## config.mk

```make
export PLATFORM = sky130hd
export DESIGN_NAME = cpu_clock_source_switcher
export DESIGN_NICKNAME = d
export VERILOG_FILES = /design/src/clk_sw_pkg.sv /design/src/cpu_clock_source_switcher.sv
export VERILOG_INCLUDE_DIRS = /design/src
export SDC_FILE = /design/constraint.sdc
export NUM_CORES = 1
export LEC_CHECK = 0
export ABC_AREA = 0
export BUFFER_PORTS_ARGS = -buffer_cell sky130_fd_sc_hd__buf_4
export CAP_MARGIN = 30
export CORE_MARGIN = 2
export CORE_UTILIZATION = 54
export CTS_BUF_LIST = sky130_fd_sc_hd__clkbuf_8
export DETAILED_ROUTE_END_ITERATION = 6
export PLACE_DENSITY = 0.77
export SYNTH_ARGS = -nofsm -noshare
export SYNTH_HDL_FRONTEND = slang
export SYNTH_SLANG_ARGS = --single-unit
```

## constraint.sdc

```tcl
create_clock -name pclk -period 6.27 [get_ports pclk]
set_input_delay 1.254 -clock pclk [delete_from_list [all_inputs] [get_ports pclk]]
set_output_delay 1.254 -clock pclk [all_outputs]
set_load 0.1 [all_outputs]
```

## src/clk_sw_consts.svh

```systemverilog
`ifndef CLK_SW_CONSTS_SVH
`define CLK_SW_CONSTS_SVH

// Register byte offsets
`define OFF_MODE 12'h000
`define OFF_STSEL 12'h004
`define OFF_RUN 12'h008
`define OFF_STSTAT 12'h00C
`define OFF_SYS 12'h010
`define OFF_SUB 12'h014

// Field positions
`define B_EXT 7
`define B_PINOSC 6
`define B_GAIN 0
`define B_XHALT 7
`define B_RUN_ONE 6
`define B_MIDEN 1
`define B_HHALT 0
`define B_CPU_STS 7
`define B_CPU_SEL 6
`define B_MAIN_STS 5
`define B_MAIN_SEL 4
`define B_OCH_STS 1
`define B_OCH_SEL 0
`define B_LOWEN 0

// Reset values
`define RST_STSEL 3'h7
`define RST_XHALT 1'b1

// Clock and oscillator start times
`define PCLK_NS 8
`define HIGH_START_NS 65000
`define MID_START_NS 4000
`define LOW_START_NS 210000
`define CYC(ns) (((ns) + `PCLK_NS - 1) / `PCLK_NS)

`endif

```

## src/clk_sw_pkg.sv

```systemverilog
package clk_sw_pkg;

  typedef enum logic [1:0] {
    SRC_HIGH,
    SRC_MID,
    SRC_LOW,
    SRC_SYS
  } src_t;

  typedef struct packed {
    logic crystal_drive;
    logic ext_clk_in;
    logic high_gain;
    logic high_osc_run;
    logic mid_osc_run;
    logic low_osc_run;
    src_t active_src;
  } osc_ctrl_t;

  typedef struct packed {
    logic ext_clk;
    logic pin_osc;
    logic high_gain;
    logic [2:0] stab_sel;
    logic crystal_halt;
    logic mid_en;
    logic high_halt;
    logic main_sel;
    logic main_sts;
    logic onchip_sel;
    logic onchip_sts;
    logic cpu_sel;
    logic cpu_sts;
    logic low_en;
    logic xin_s1;
    logic xin_s2;
    logic xin_s3;
    logic [18:0] xcnt;
    logic [15:0] high_cnt;
    logic [15:0] mid_cnt;
    logic [15:0] low_cnt;
    logic [31:0] rdata;
  } state_t;

endpackage : clk_sw_pkg

```

## src/cpu_clock_source_switcher.sv

```systemverilog
// Overview of operation
// - Oscillator mode bit 6 puts the crystal pins into oscillator operation.
// - Bit 7 with bit 6 takes an external clock instead of driving a crystal.
// - Stabilization select bits 2..0 set crystal wait; 010 is 102us at 10 MHz.
// - Clearing crystal halt bit 7 starts the crystal; external clock applied first.
// - Status flags bit 7..0 mark 2^8 through 2^18 crystal counts elapsed.
// - System control bit 4 selects the high-speed system clock as main clock.
// - System control bit 5 reads 1 once main clock really switched.
// - Run control bit 0 set stops the high on-chip oscillator.
// - System control bit 0 picks high (0) or middle (1) on-chip oscillator.
// - System control bit 1 shows the on-chip oscillator really in use.
// - Run control bit 1 set enables the middle on-chip oscillator.
// - Subsystem select bit 0 starts the low on-chip oscillator.
// - System control bit 6 selects subsystem clock as CPU clock.
// - System control bit 7 reads 1 once CPU really runs from subsystem clock.
//
// The APB interface to the registers and the register addresses are this design's own decisions.
`timescale 1ns/1ps
`default_nettype none
`include "clk_sw_consts.svh"

module cpu_clock_source_switcher #(
  parameter logic [15:0] HIGH_START_CYC = 16'(`CYC(`HIGH_START_NS)),
  parameter logic [15:0] LOW_START_CYC = 16'(`CYC(`LOW_START_NS))
) (
  input wire logic pclk,
  input wire logic presetn,
  input wire logic psel,
  input wire logic penable,
  input wire logic pwrite,
  input wire logic [11:0] paddr,
  input wire logic [31:0] pwdata,
  output logic [31:0] prdata,
  output logic pready,
  output logic pslverr,
  input wire logic xtal_in,
  output var clk_sw_pkg::osc_ctrl_t osc_ctrl
);
  import clk_sw_pkg::*;

  localparam logic [15:0] MID_START_CYC = 16'(`CYC(`MID_START_NS));

  state_t s_q;
  state_t s_d;

  // Any other offset answers with an error and leaves the registers alone
  function automatic logic mapped(input logic [11:0] a);
    logic hit;
    hit = 1'b0;
    case (a)
      `OFF_MODE, `OFF_STSEL, `OFF_RUN: begin
        hit = 1'b1;
      end
      `OFF_STSTAT, `OFF_SYS, `OFF_SUB: begin
        hit = 1'b1;
      end
      default: begin
        hit = 1'b0;
      end
    endcase
    return hit;
  endfunction : mapped

  // Saturating start-up counter of an on-chip oscillator
  function automatic logic [15:0] osc_step(input logic en, input logic [15:0] c,
                                           input logic [15:0] lim);
    if (!en) begin
      return 16'h0000;
    end
    return (c < lim) ? c + 16'h0001 : c;
  endfunction : osc_step

  // Count limit of each stabilization select code
  function automatic logic [18:0] stab_limit(input logic [2:0] sel);
    case (sel)
      3'h0: begin
        return 19'h00100;
      end
      3'h1: begin
        return 19'h00200;
      end
      3'h2: begin
        return 19'h00400;
      end
      3'h3: begin
        return 19'h00800;
      end
      3'h4: begin
        return 19'h02000;
      end
      3'h5: begin
        return 19'h08000;
      end
      3'h6: begin
        return 19'h20000;
      end
      default: begin
        return 19'h40000;
      end
    endcase
  endfunction : stab_limit

  function automatic logic [7:0] stab_flags(input logic [18:0] c);
    logic [7:0] f;
    f = 8'h00;
    for (int i = 0; i < 8; i++) begin
      f[7 - i] = c >= stab_limit(3'(i));
    end
    return f;
  endfunction : stab_flags

  // Byte image of a register as software reads it; status bits are read-only copies
  function automatic logic [7:0] reg_image(input state_t s, input logic [11:0] a);
    logic [7:0] v;
    v = 8'h00;
    case (a)
      `OFF_MODE: begin
        v[`B_EXT] = s.ext_clk;
        v[`B_PINOSC] = s.pin_osc;
        v[`B_GAIN] = s.high_gain;
      end
      `OFF_STSEL: begin
        v[2:0] = s.stab_sel;
      end
      `OFF_RUN: begin
        v[`B_XHALT] = s.crystal_halt;
        v[`B_RUN_ONE] = 1'b1;
        v[`B_MIDEN] = s.mid_en;
        v[`B_HHALT] = s.high_halt;
      end
      `OFF_STSTAT: begin
        v = stab_flags(s.xcnt);
      end
      `OFF_SYS: begin
        v[`B_CPU_STS] = s.cpu_sts;
        v[`B_CPU_SEL] = s.cpu_sel;
        v[`B_MAIN_STS] = s.main_sts;
        v[`B_MAIN_SEL] = s.main_sel;
        v[`B_OCH_STS] = s.onchip_sts;
        v[`B_OCH_SEL] = s.onchip_sel;
      end
      `OFF_SUB: begin
        v[`B_LOWEN] = s.low_en;
      end
      default: begin
        v = 8'h00;
      end
    endcase
    return v;
  endfunction : reg_image

  logic acc;
  logic setup;
  logic high_rdy;
  logic mid_rdy;
  logic low_rdy;
  logic sys_rdy;
  logic onchip_rdy;
  logic main_rdy;
  logic xin_rise;
  logic onchip_go;
  logic main_go;
  logic cpu_go;
  logic [7:0] wb;

  always_comb begin
    s_d = s_q;
    setup = psel && !penable;
    acc = psel && penable;
    wb = pwdata[7:0];

    high_rdy = s_q.high_cnt >= HIGH_START_CYC;
    mid_rdy = s_q.mid_cnt >= MID_START_CYC;
    low_rdy = s_q.low_cnt >= LOW_START_CYC;
    // External clock needs no wait; crystal waits for the selected count
    sys_rdy = s_q.pin_osc && !s_q.crystal_halt &&
              (s_q.ext_clk || s_q.xcnt >= stab_limit(s_q.stab_sel));
    onchip_rdy = s_q.onchip_sts ? mid_rdy : high_rdy;
    main_rdy = s_q.main_sts ? sys_rdy : onchip_rdy;

    // Pin synchroniser; stages two and three feed the edge detect
    s_d.xin_s1 = xtal_in;
    s_d.xin_s2 = s_q.xin_s1;
    s_d.xin_s3 = s_q.xin_s2;
    xin_rise = s_q.xin_s2 && !s_q.xin_s3;

    // Crystal counts only while the pins oscillate; a stop clears every flag
    if (!s_q.pin_osc || s_q.crystal_halt) begin
      s_d.xcnt = 19'h00000;
    end else if (xin_rise && s_q.xcnt < 19'h40000) begin
      s_d.xcnt = s_q.xcnt + 19'h00001;
    end

    s_d.high_cnt = osc_step(!s_q.high_halt, s_q.high_cnt, HIGH_START_CYC);
    s_d.mid_cnt = osc_step(s_q.mid_en, s_q.mid_cnt, MID_START_CYC);
    s_d.low_cnt = osc_step(s_q.low_en, s_q.low_cnt, LOW_START_CYC);

    // Status follows select only when the target source runs
    onchip_go = s_q.onchip_sel != s_q.onchip_sts && (s_q.onchip_sel ? mid_rdy : high_rdy);
    main_go = s_q.main_sel != s_q.main_sts && (s_q.main_sel ? sys_rdy : onchip_rdy);
    cpu_go = s_q.cpu_sel != s_q.cpu_sts && (s_q.cpu_sel ? low_rdy : main_rdy);
    if (onchip_go) begin
      s_d.onchip_sts = s_q.onchip_sel;
    end
    if (main_go) begin
      s_d.main_sts = s_q.main_sel;
    end
    if (cpu_go) begin
      s_d.cpu_sts = s_q.cpu_sel;
    end

    // Read data is captured in the setup cycle, so no wait states
    if (setup && !pwrite) begin
      s_d.rdata = {24'h000000, reg_image(s_q, paddr)};
    end

    if (acc && pwrite) begin
      case (paddr)
        `OFF_MODE: begin
          s_d.ext_clk = wb[`B_EXT];
          s_d.pin_osc = wb[`B_PINOSC];
          s_d.high_gain = wb[`B_GAIN];
        end
        `OFF_STSEL: begin
          s_d.stab_sel = wb[2:0];
        end
        `OFF_RUN: begin
          s_d.crystal_halt = wb[`B_XHALT];
          s_d.mid_en = wb[`B_MIDEN];
          s_d.high_halt = wb[`B_HHALT];
        end
        `OFF_SYS: begin
          s_d.cpu_sel = wb[`B_CPU_SEL];
          // Main select is frozen while the CPU runs on the subsystem clock
          if (!s_q.cpu_sts) begin
            s_d.main_sel = wb[`B_MAIN_SEL];
          end
          s_d.onchip_sel = wb[`B_OCH_SEL];
        end
        `OFF_SUB: begin
          s_d.low_en = wb[`B_LOWEN];
        end
        default: begin
        end
      endcase
    end
  end

  always_ff @(posedge pclk or negedge presetn) begin
    if (!presetn) begin
      s_q <= '0;
      s_q.stab_sel <= `RST_STSEL;
      s_q.crystal_halt <= `RST_XHALT;
    end else begin
      s_q <= s_d;
    end
  end

  assign prdata = s_q.rdata;
  assign pready = 1'b1;
  assign pslverr = acc && !mapped(paddr);

  always_comb begin
    osc_ctrl.crystal_drive = s_q.pin_osc && !s_q.ext_clk && !s_q.crystal_halt;
    osc_ctrl.ext_clk_in = s_q.pin_osc && s_q.ext_clk;
    osc_ctrl.high_gain = s_q.high_gain;
    osc_ctrl.high_osc_run = !s_q.high_halt;
    osc_ctrl.mid_osc_run = s_q.mid_en;
    osc_ctrl.low_osc_run = s_q.low_en;
    if (s_q.cpu_sts) begin
      osc_ctrl.active_src = SRC_LOW;
    end else if (s_q.main_sts) begin
      osc_ctrl.active_src = SRC_SYS;
    end else if (s_q.onchip_sts) begin
      osc_ctrl.active_src = SRC_MID;
    end else begin
      osc_ctrl.active_src = SRC_HIGH;
    end
  end

endmodule : cpu_clock_source_switcher
`default_nettype wire

```

Yosys cells after proc, flatten, opt, wreduce, memory -nomap -nowiden

Cells that the tools add are included.

Bits in registers: 94
Bits of input ports: 50
Output and inout port bits: 42
Word-level logic and storage cells: 137

Add/subtract/negate cells: 4
Magnitude comparators: 16
Equal/unequal tests: 16
Mux-type cells: 42
Bitwise operators: 1
Reductions and logical operators: 36

Operators by type and width:

| operator              | number |
|---|---|
| $mux 19               | 18 |
| $ge 19x19->1          | 9 |
| $pmux 19 s7           | 1 |
| $mux 16               | 7 |
| $add 16x1->16 const B | 3 |
| $eq 12x4->1 const B   | 2 |
| $eq 12x5->1 const B   | 2 |
| $add 19x1->19 const B | 1 |
| $lt 19x19->1 const B  | 1 |
| $ge 16x13->1 const B  | 1 |
| $ge 16x15->1 const B  | 1 |
| $ge 16x9->1 const B   | 1 |
| $lt 16x13->1 const B  | 1 |
| $lt 16x15->1 const B  | 1 |
| $lt 16x9->1 const B   | 1 |
| $logic_and 1x1->1     | 15 |
| $eq 12x3->1 const B   | 1 |
| $logic_not 12->1      | 1 |
| $reduce_and 2->1      | 5 |
| $eq 3x3->1 const B    | 3 |
| $mux 1                | 9 |
| $logic_not 1->1       | 8 |
| $pmux 2 s4            | 1 |
| $eq 3x2->1 const B    | 2 |
| other kinds (14)      | 20 |

Longest topological paths before layout

Gate-level depths: netlist of the first run.

Word-level depth: 8
Depth in mapped cells: 9
Depth with buffers taken out: 8

Worst setup path before layout of the first run

OpenSTA, ideal clock, no wires.

Kind: input to output
Start point: input port paddr[8]
End point: output port pslverr
Arrival time: 2.792 ns
Required time: 5.016 ns
Slack: 2.224 ns
Stages: 4
Cell sequence: or4_4 > nor4_4 > nand2_1 > and3_1

Longest elaborated chain between the ends: 5
Elaborated cells on any way between the ends: 10
Those cells by class: 5 x eq/ne; 1 x mux; 4 x reduce/logical

RTL lines:

| element                                   | line                             | RTL |
|---|---|---|
| from (decl)                               | cpu_clock_source_switcher.sv:31  | `input wire logic [11:0] paddr,` |
| $eq 12x4->1, or another cell as far along | --                               |  |
| $reduce_or 6->1 (no line) (*)             | --                               |  |
| $mux 1 (*)                                | cpu_clock_source_switcher.sv:50  | `case (a)` |
| $logic_not 1->1 (*)                       | cpu_clock_source_switcher.sv:261 | `assign pslverr = acc && !mapped(paddr);` |
| $logic_and 1x1->1 (*)                     | cpu_clock_source_switcher.sv:261 |  |
| to (decl)                                 | cpu_clock_source_switcher.sv:35  | `output logic pslverr,` |

Mark *: on every way between the ends. The rest lies on a longest branch, timed or not.

Final worst setup path of the first run

Same ends and word-level chain as after synthesis.

==> impl_metrics.json, run 1 <==
{
  "max_freq_mhz": 242,
  "run_status": "complete, no violations",
  "crit_family": "simple AND/OR/NAND/NOR gates",
  "htree_levels": 3,
  "dieWidth_um": 104,
  "postCtsSetupBuffers": 0,
  "grtUsageTotal_pct": 20.9,
  "slew_violations": 0,
  "dp_cells": 706,
  "setup_viol": 0,
  "drtAntennaViolNets": 0,
  "rsz0062_at_grt": "false",
  "worst_pin_slew_ns": 0.948,
  "nNetsFinal": 651,
  "timing.rr.start": "s_q[113]",
  "numCtsBuffers": 9,
  "final_cell_mix": "dfrtp_1, nor2_1, nand2_1, buf_4, conb_1",
  "gr-total-overflow": 0,
  "num_rows": 36,
  "cts_num_sinks": 94,
  "drc": 0,
  "timing.setup.tns_ns": 0,
  "setup.worst_path.end_class": "primary output",
  "globalRoute.busiestLayer": "met2",
  "syn_inst": 561,
  "coreArea_mm2": 0.00973,
  "cpMostUsedCell": "buf_4",
  "critPathLaunchType": "input pin",
  "cts_root_buf": "clkbuf_8",
  "final_common_cell": "dfrtp_1",
  "avgSynthCellArea_um2": 9.58,
  "num_vias": 3998,
  "hold_class": "flip-flop to flip-flop",
  "cts-resized-gates": 0,
  "area_growth_syn_to_layout_pct": 7.80,
  "via_per_inst": 5.55,
  "initial_core_util_pct": 55.2,
  "routabilityCongestion": 0.830,
  "powerDensity_mw_per_mm2": 202,
  "port_buffers": 40,
  "die_h_um": 104,
  "min_from": "s_d[100]",
  "ys.flop_type": "dfrtp_1",
  "drive_above_1_share_pct": 14.6,
  "drt_first_pass_iters": 5,
  "grt_max_degree": 51,
  "antenna_cells": 0,
  "post_drt_wl_per_cell_um": 14.8,
  "cp.buffers_inverters": 2,
  "pin_count": 92,
  "fin_skew_ns": 0.0169,
  "synthesis.area_mm2": 0.00537,
  "startpoint": "paddr[8]",
  "grt_pass1_wl_mm": 18.5,
  "grtUsageMet3_pct": 3.59,
  "yosys_warnings": 0,
  "die_area_mm2": 0.0108,
  "gr-usage-met2_pct": 34.7,
  "synth.yosys.seq_area_share_pct": 43.9,
  "max-vdd-ir-drop_v": 0.000109,
  "cts_hold_buf": 0,
  "fin_crit_sh_pct": 66.0,
  "synthArstFlopShare_pct": 100,
  "drtIter0Drc": 208,
  "fin_cells": 721,
  "power_leakage_nw": 2.63,
  "fin_crit_ns": 4.14,
  "clk_pin_slew_ns": 0.08,
  "routed_wl_mm": 10.6,
  "clk_latency_ns": 0.37,
  "total_power_mw": 1.17,
  "clock_path_buffers": 2,
  "worstPathRequired_ns": 5.02,
  "cp_slowest_stage_delay_ns": 0.53,
  "grt_util_met1_pct": 27.3,
  "slowest_stage": "or4_4",
  "cts_tree": "yes",
  "crit_fanout": 6,
  "synth_seq_cells": 94,
  "grt_pass1_vias": 3958,
  "dp_hpwl_mm": 7.78,
  "cap_viol_max_count": 0,
  "antenna_found_initial": 0,
  "final_hold_viol_count": 0,
  "max_slew_margin_pct": 36.8,
  "synth-edff-count": 0,
  "critical_path_class": "input pin to primary output",
  "cp.arrival_ns": 2.88,
  "synthDistinctLibCells": 61,
  "worstPathCellList": "buf_4, or4_4, nor4_4, nand2_1, and3_1, buf_4"
}
## final timing paths
path	to	slack, ns	cells past startpoint
max	pslverr	2.13	6
min	s_d[99]	0.35	0
max reg2reg	s_q[107]	3.68	7
min reg2reg	s_d[99]	0.35	0
max in group asynchronous	s_q[111]	4.55	3
min in group asynchronous	s_q[37]	0.70	1
## per-layer routing
layer / share of wire, % / wire length (um)
met4: 1.9 / 199
met2: 51 / 5390
met1: 44 / 4660
met3: 3.7 / 399
met5: 0 / 0
## logic make-up (layout without fill, tap and decap cells)
kind of cell | after synthesis | count (layout) | synth area share (%)
xor gates and xnor gates | 31 | 31 | 5.05
AOI/OAI and AO/OA | 71 | 71 | 8.45
muxes | 29 | 29 | 5.91
buffers and inverters | 72 | 76 | 7.54
adders and majority gates | 17 | 17 | 3.96
and+or+nand+nor | 245 | 245 | 25.1
other | 2 | 25 | 0.140
DFF | 94 | 94 | 43.9
## worst reg2reg max path, cell delays in order (launching register included)
cell     delay, ns
dfstp_2       0.64
or3b_2        0.46
ha_1          0.31
a21oi_1       0.13
a21oi_1       0.08
nor4_1        0.54
nor2_1        0.11
o22a_1        0.21
## flip-flops by register name, indices dropped and copies added, names as in the netlist
| register | flops |
|---|---|
| s_d | 2 |
| prdata | 8 |
| osc_ctrl | 3 |
| s_q | 81 |
## where the power goes
part / total [mW] / switching [mW] / internal [mW]
sequential: 0.648 / 0.0221 / 0.626
clock: 0.358 / 0.217 / 0.141
combinational: 0.166 / 0.125 / 0.0413
total: 1.17 / 0.364 / 0.809
## area by class of cell
| cell class | instances | area [um^2] |
|---|---|---|
| Sequential cell | 94 | 2360 |
| Fill cell | 855 | 3940 |
| Clock inverter | 6 | 41.3 |
| Tap cell | 133 | 166 |
| Clock buffer | 9 | 124 |
| Timing Repair Buffer | 42 | 335 |
| Multi-Input combinational cell | 418 | 2700 |
| Inverter | 19 | 71.3 |
## metrics by stage
stage	setup slack [ns]	area (um^2)	hold WS (ns)	util, %
5_1_grt	2.04	5790	0.365	59.5
4_1_cts	2.12	5790	0.357	59.5
3_3_place_gp	2.13	5600	0.335	57.6
2_1_floorplan	2.22	5460	0.331	-
6_report	2.13	5790	0.355	59.5
3_5_place_dp	2.12	5630	0.338	57.8
## synth_stat cells (10+ instances only)
library cell   n  area (um^2)
nand2b_1      13         81.3
ha_1          17          213
nor3_1        17         85.1
mux2i_1       16          160
nand2_1       46          173
nand3_1       21          105
o21ai_0       21          105
dfrtp_1       90         2250
xnor2_1       19          166
and2_1        19          119
nor2_1        46          173
a21oi_1       20          100
mux2_2        10          113
nand4_1       16          100
buf_4         36          270
xor2_1        12          105
inv_1         19         71.3
clkbuf_1      17         63.8
(Power assumes the default switching activity.)
==> inputs of run 2 (changes only) <==
==> constraint.sdc (replaced) <==
create_clock -name pclk -period 4.1 [get_ports pclk]
set_input_delay 0.82 -clock pclk [delete_from_list [all_inputs] [get_ports pclk]]
set_output_delay 0.82 -clock pclk [all_outputs]
set_load 0.1 [all_outputs]
==> run 2 against run 1 <==
- first-iteration DRC count increased by 7.2%
- power increased by 53%
- clock power increased by 54%
- sequential share of layout area decreased by 0.18 points
- via count about the same
- final cell count increased by 0.42%
- count of clock-buffer cells in the layout increased by 1
- highest routed layer unchanged
==> impl_metrics.json, run 2 (same netlist as run 1, synthesis figures left out) <==
{
  "final_common_cell": "dfrtp_1",
  "initial_core_util_pct": 55.2,
  "crit_fanout": 6,
  "hold_class": "input pin to async pin",
  "timing.setup.tns_ns": 0,
  "pin_count": 92,
  "slew_violations": 0,
  "clock_path_buffers": 2,
  "die_h_um": 104,
  "switching_power_mw": 0.543,
  "nNetsFinal": 653,
  "largest_reg_flops": 81,
  "cts_tree": "yes",
  "fin_crit_sh_pct": 80.1,
  "port_buffers": 40,
  "fillers": 865,
  "drtAntennaViolNets": 0,
  "fin_skew_ns": 0.0166,
  "final_area_mm2": 0.00582,
  "cts_hold_buf": 0,
  "slowest_stage": "or4_4",
  "final_hold_viol_count": 0,
  "crit_family": "simple AND/OR/NAND/NOR gates",
  "final_cell_mix": "dfrtp_1, nor2_1, nand2_1, buf_4, conb_1",
  "htree_levels": 3,
  "post_drt_wl_per_cell_um": 14.7,
  "seqPwrFrac_pct": 55.2,
  "critical_path_class": "input pin to primary output",
  "drtIter0Drc": 223,
  "drc": 0,
  "routabilityCongestion": 0.848,
  "cts_num_sinks": 94,
  "place_area_mm2": 0.00562,
  "worstPathCellList": "buf_4, or4_4, nor4_4, nand2_1, and3_1, buf_4",
  "cp.buffers_inverters": 2,
  "grt_pass1_vias": 3984,
  "dp_hpwl_mm": 7.69,
  "clk_latency_ns": 0.36,
  "combPwrFrac_pct": 14.0,
  "drive_above_1_share_pct": 14.9,
  "grt_max_degree": 79,
  "internal_power_mw": 1.26,
  "critPathLaunchType": "input pin",
  "numCtsBuffers": 9,
  "setup.worst_path.end_class": "primary output",
  "max_slew_margin_pct": 40.9,
  "gr-total-overflow": 0,
  "pre_cts_ws_ns": 0.810,
  "max-vdd-ir-drop_v": 0.000200,
  "cap_viol_max_count": 0,
  "run_status": "complete, no violations",
  "num_rows": 36,
  "max_freq_mhz": 304,
  "routed_wl_mm": 10.7,
  "cpMostUsedCell": "buf_4",
  "cp_slowest_stage_delay_ns": 0.53,
  "worst_pin_slew_ns": 0.880,
  "seqCellArea_mm2": 0.00236,
  "cp_num_cells": 6,
  "area_growth_syn_to_layout_pct": 8.29,
  "multi_input_comb_area_mm2": 0.00270,
  "grtUsageTotal_pct": 20.6,
  "power_leakage_nw": 2.64,
  "via_per_inst": 5.52,
  "worstPathRequired_ns": 3.28,
  "antenna_found_initial": 0,
  "powerDensity_mw_per_mm2": 309,
  "dieWidth_um": 104,
  "die_area_mm2": 0.0108,
  "total_power_mw": 1.80,
  "coreArea_mm2": 0.00973,
  "grt_pass1_wl_mm": 18.4,
  "drt_first_pass_iters": 4,
  "fin_ws_ns": 0.815,
  "whs_ns": 0.252,
  "largest-register": "s_q",
  "cts_root_buf": "clkbuf_8",
  "reg2reg_depth": 7,
  "power_frac_clock_pct": 30.7,
  "fin_crit_ns": 3.28,
  "num_vias": 3996,
  "rsz0062_at_grt": "false",
  "r2r_slack_ns": 1.52,
  "clk_pin_slew_ns": 0.09,
  "postCtsSetupBuffers": 0,
  "swShare_pct": 30.2,
  "antenna_cells": 0,
  "setup_viol": 0,
  "cp.arrival_ns": 2.46,
  "cts-resized-gates": 0
}
[run 2: cell types whose count changed in the layout (fill, tap and decap cells not counted), sizes merged]
cell	delta
buf	+2
clkbuf	+1
inv	+2
clkinv	-3
clkinvlp	+1
[run 2: final timing paths]
path | start | end
min reg2reg | s_d[100] | s_d[99]
max in group asynchronous | presetn | s_q[114]
min | presetn | s_q[54]
max | paddr[8] | pslverr
max reg2reg | s_q[113] | s_q[107]
min in group pclk | s_d[100] | s_d[99]
[run 2: per-layer routing]
layer	share of wire (%)	wire (um)	GRT usage, %	up-vias
met1	44	4710	26.0	1939
li1	-	-	-	1951
met4	1.5	163	6.37	0
met5	0	0	0	-
met2	51	5400	36.0	90
met3	3.5	377	3.78	16
[run 2: layout make-up]
class	instances	share of cell area [%]
multi-input cells	418	46.4
flip-flops and latches	94	40.5
clock buffers	10	2.37
inverters	19	1.23
well taps	133	2.86
clock inverters	6	0.667
repair buffers	44	6.02
[run 2: through the flow]
stage               utilization [%]  std cells
finish                         59.8        724
global route                   59.8        724
CTS                            59.5        723
detailed placement             57.7        707
global placement               57.7        707
floorplan                         -        584
[run 2: power groups by stage]
stage	clock [mW]	sequential [mW]	combinational, mW
6_report	0.553	0.994	0.252
5_1_grt	0.611	0.998	0.276
4_1_cts	0.574	0.993	0.251
3_5_place_dp	0	1.01	0.252
3_3_place_gp	0	1.01	0.244
2_1_floorplan	0	1.00	0.211
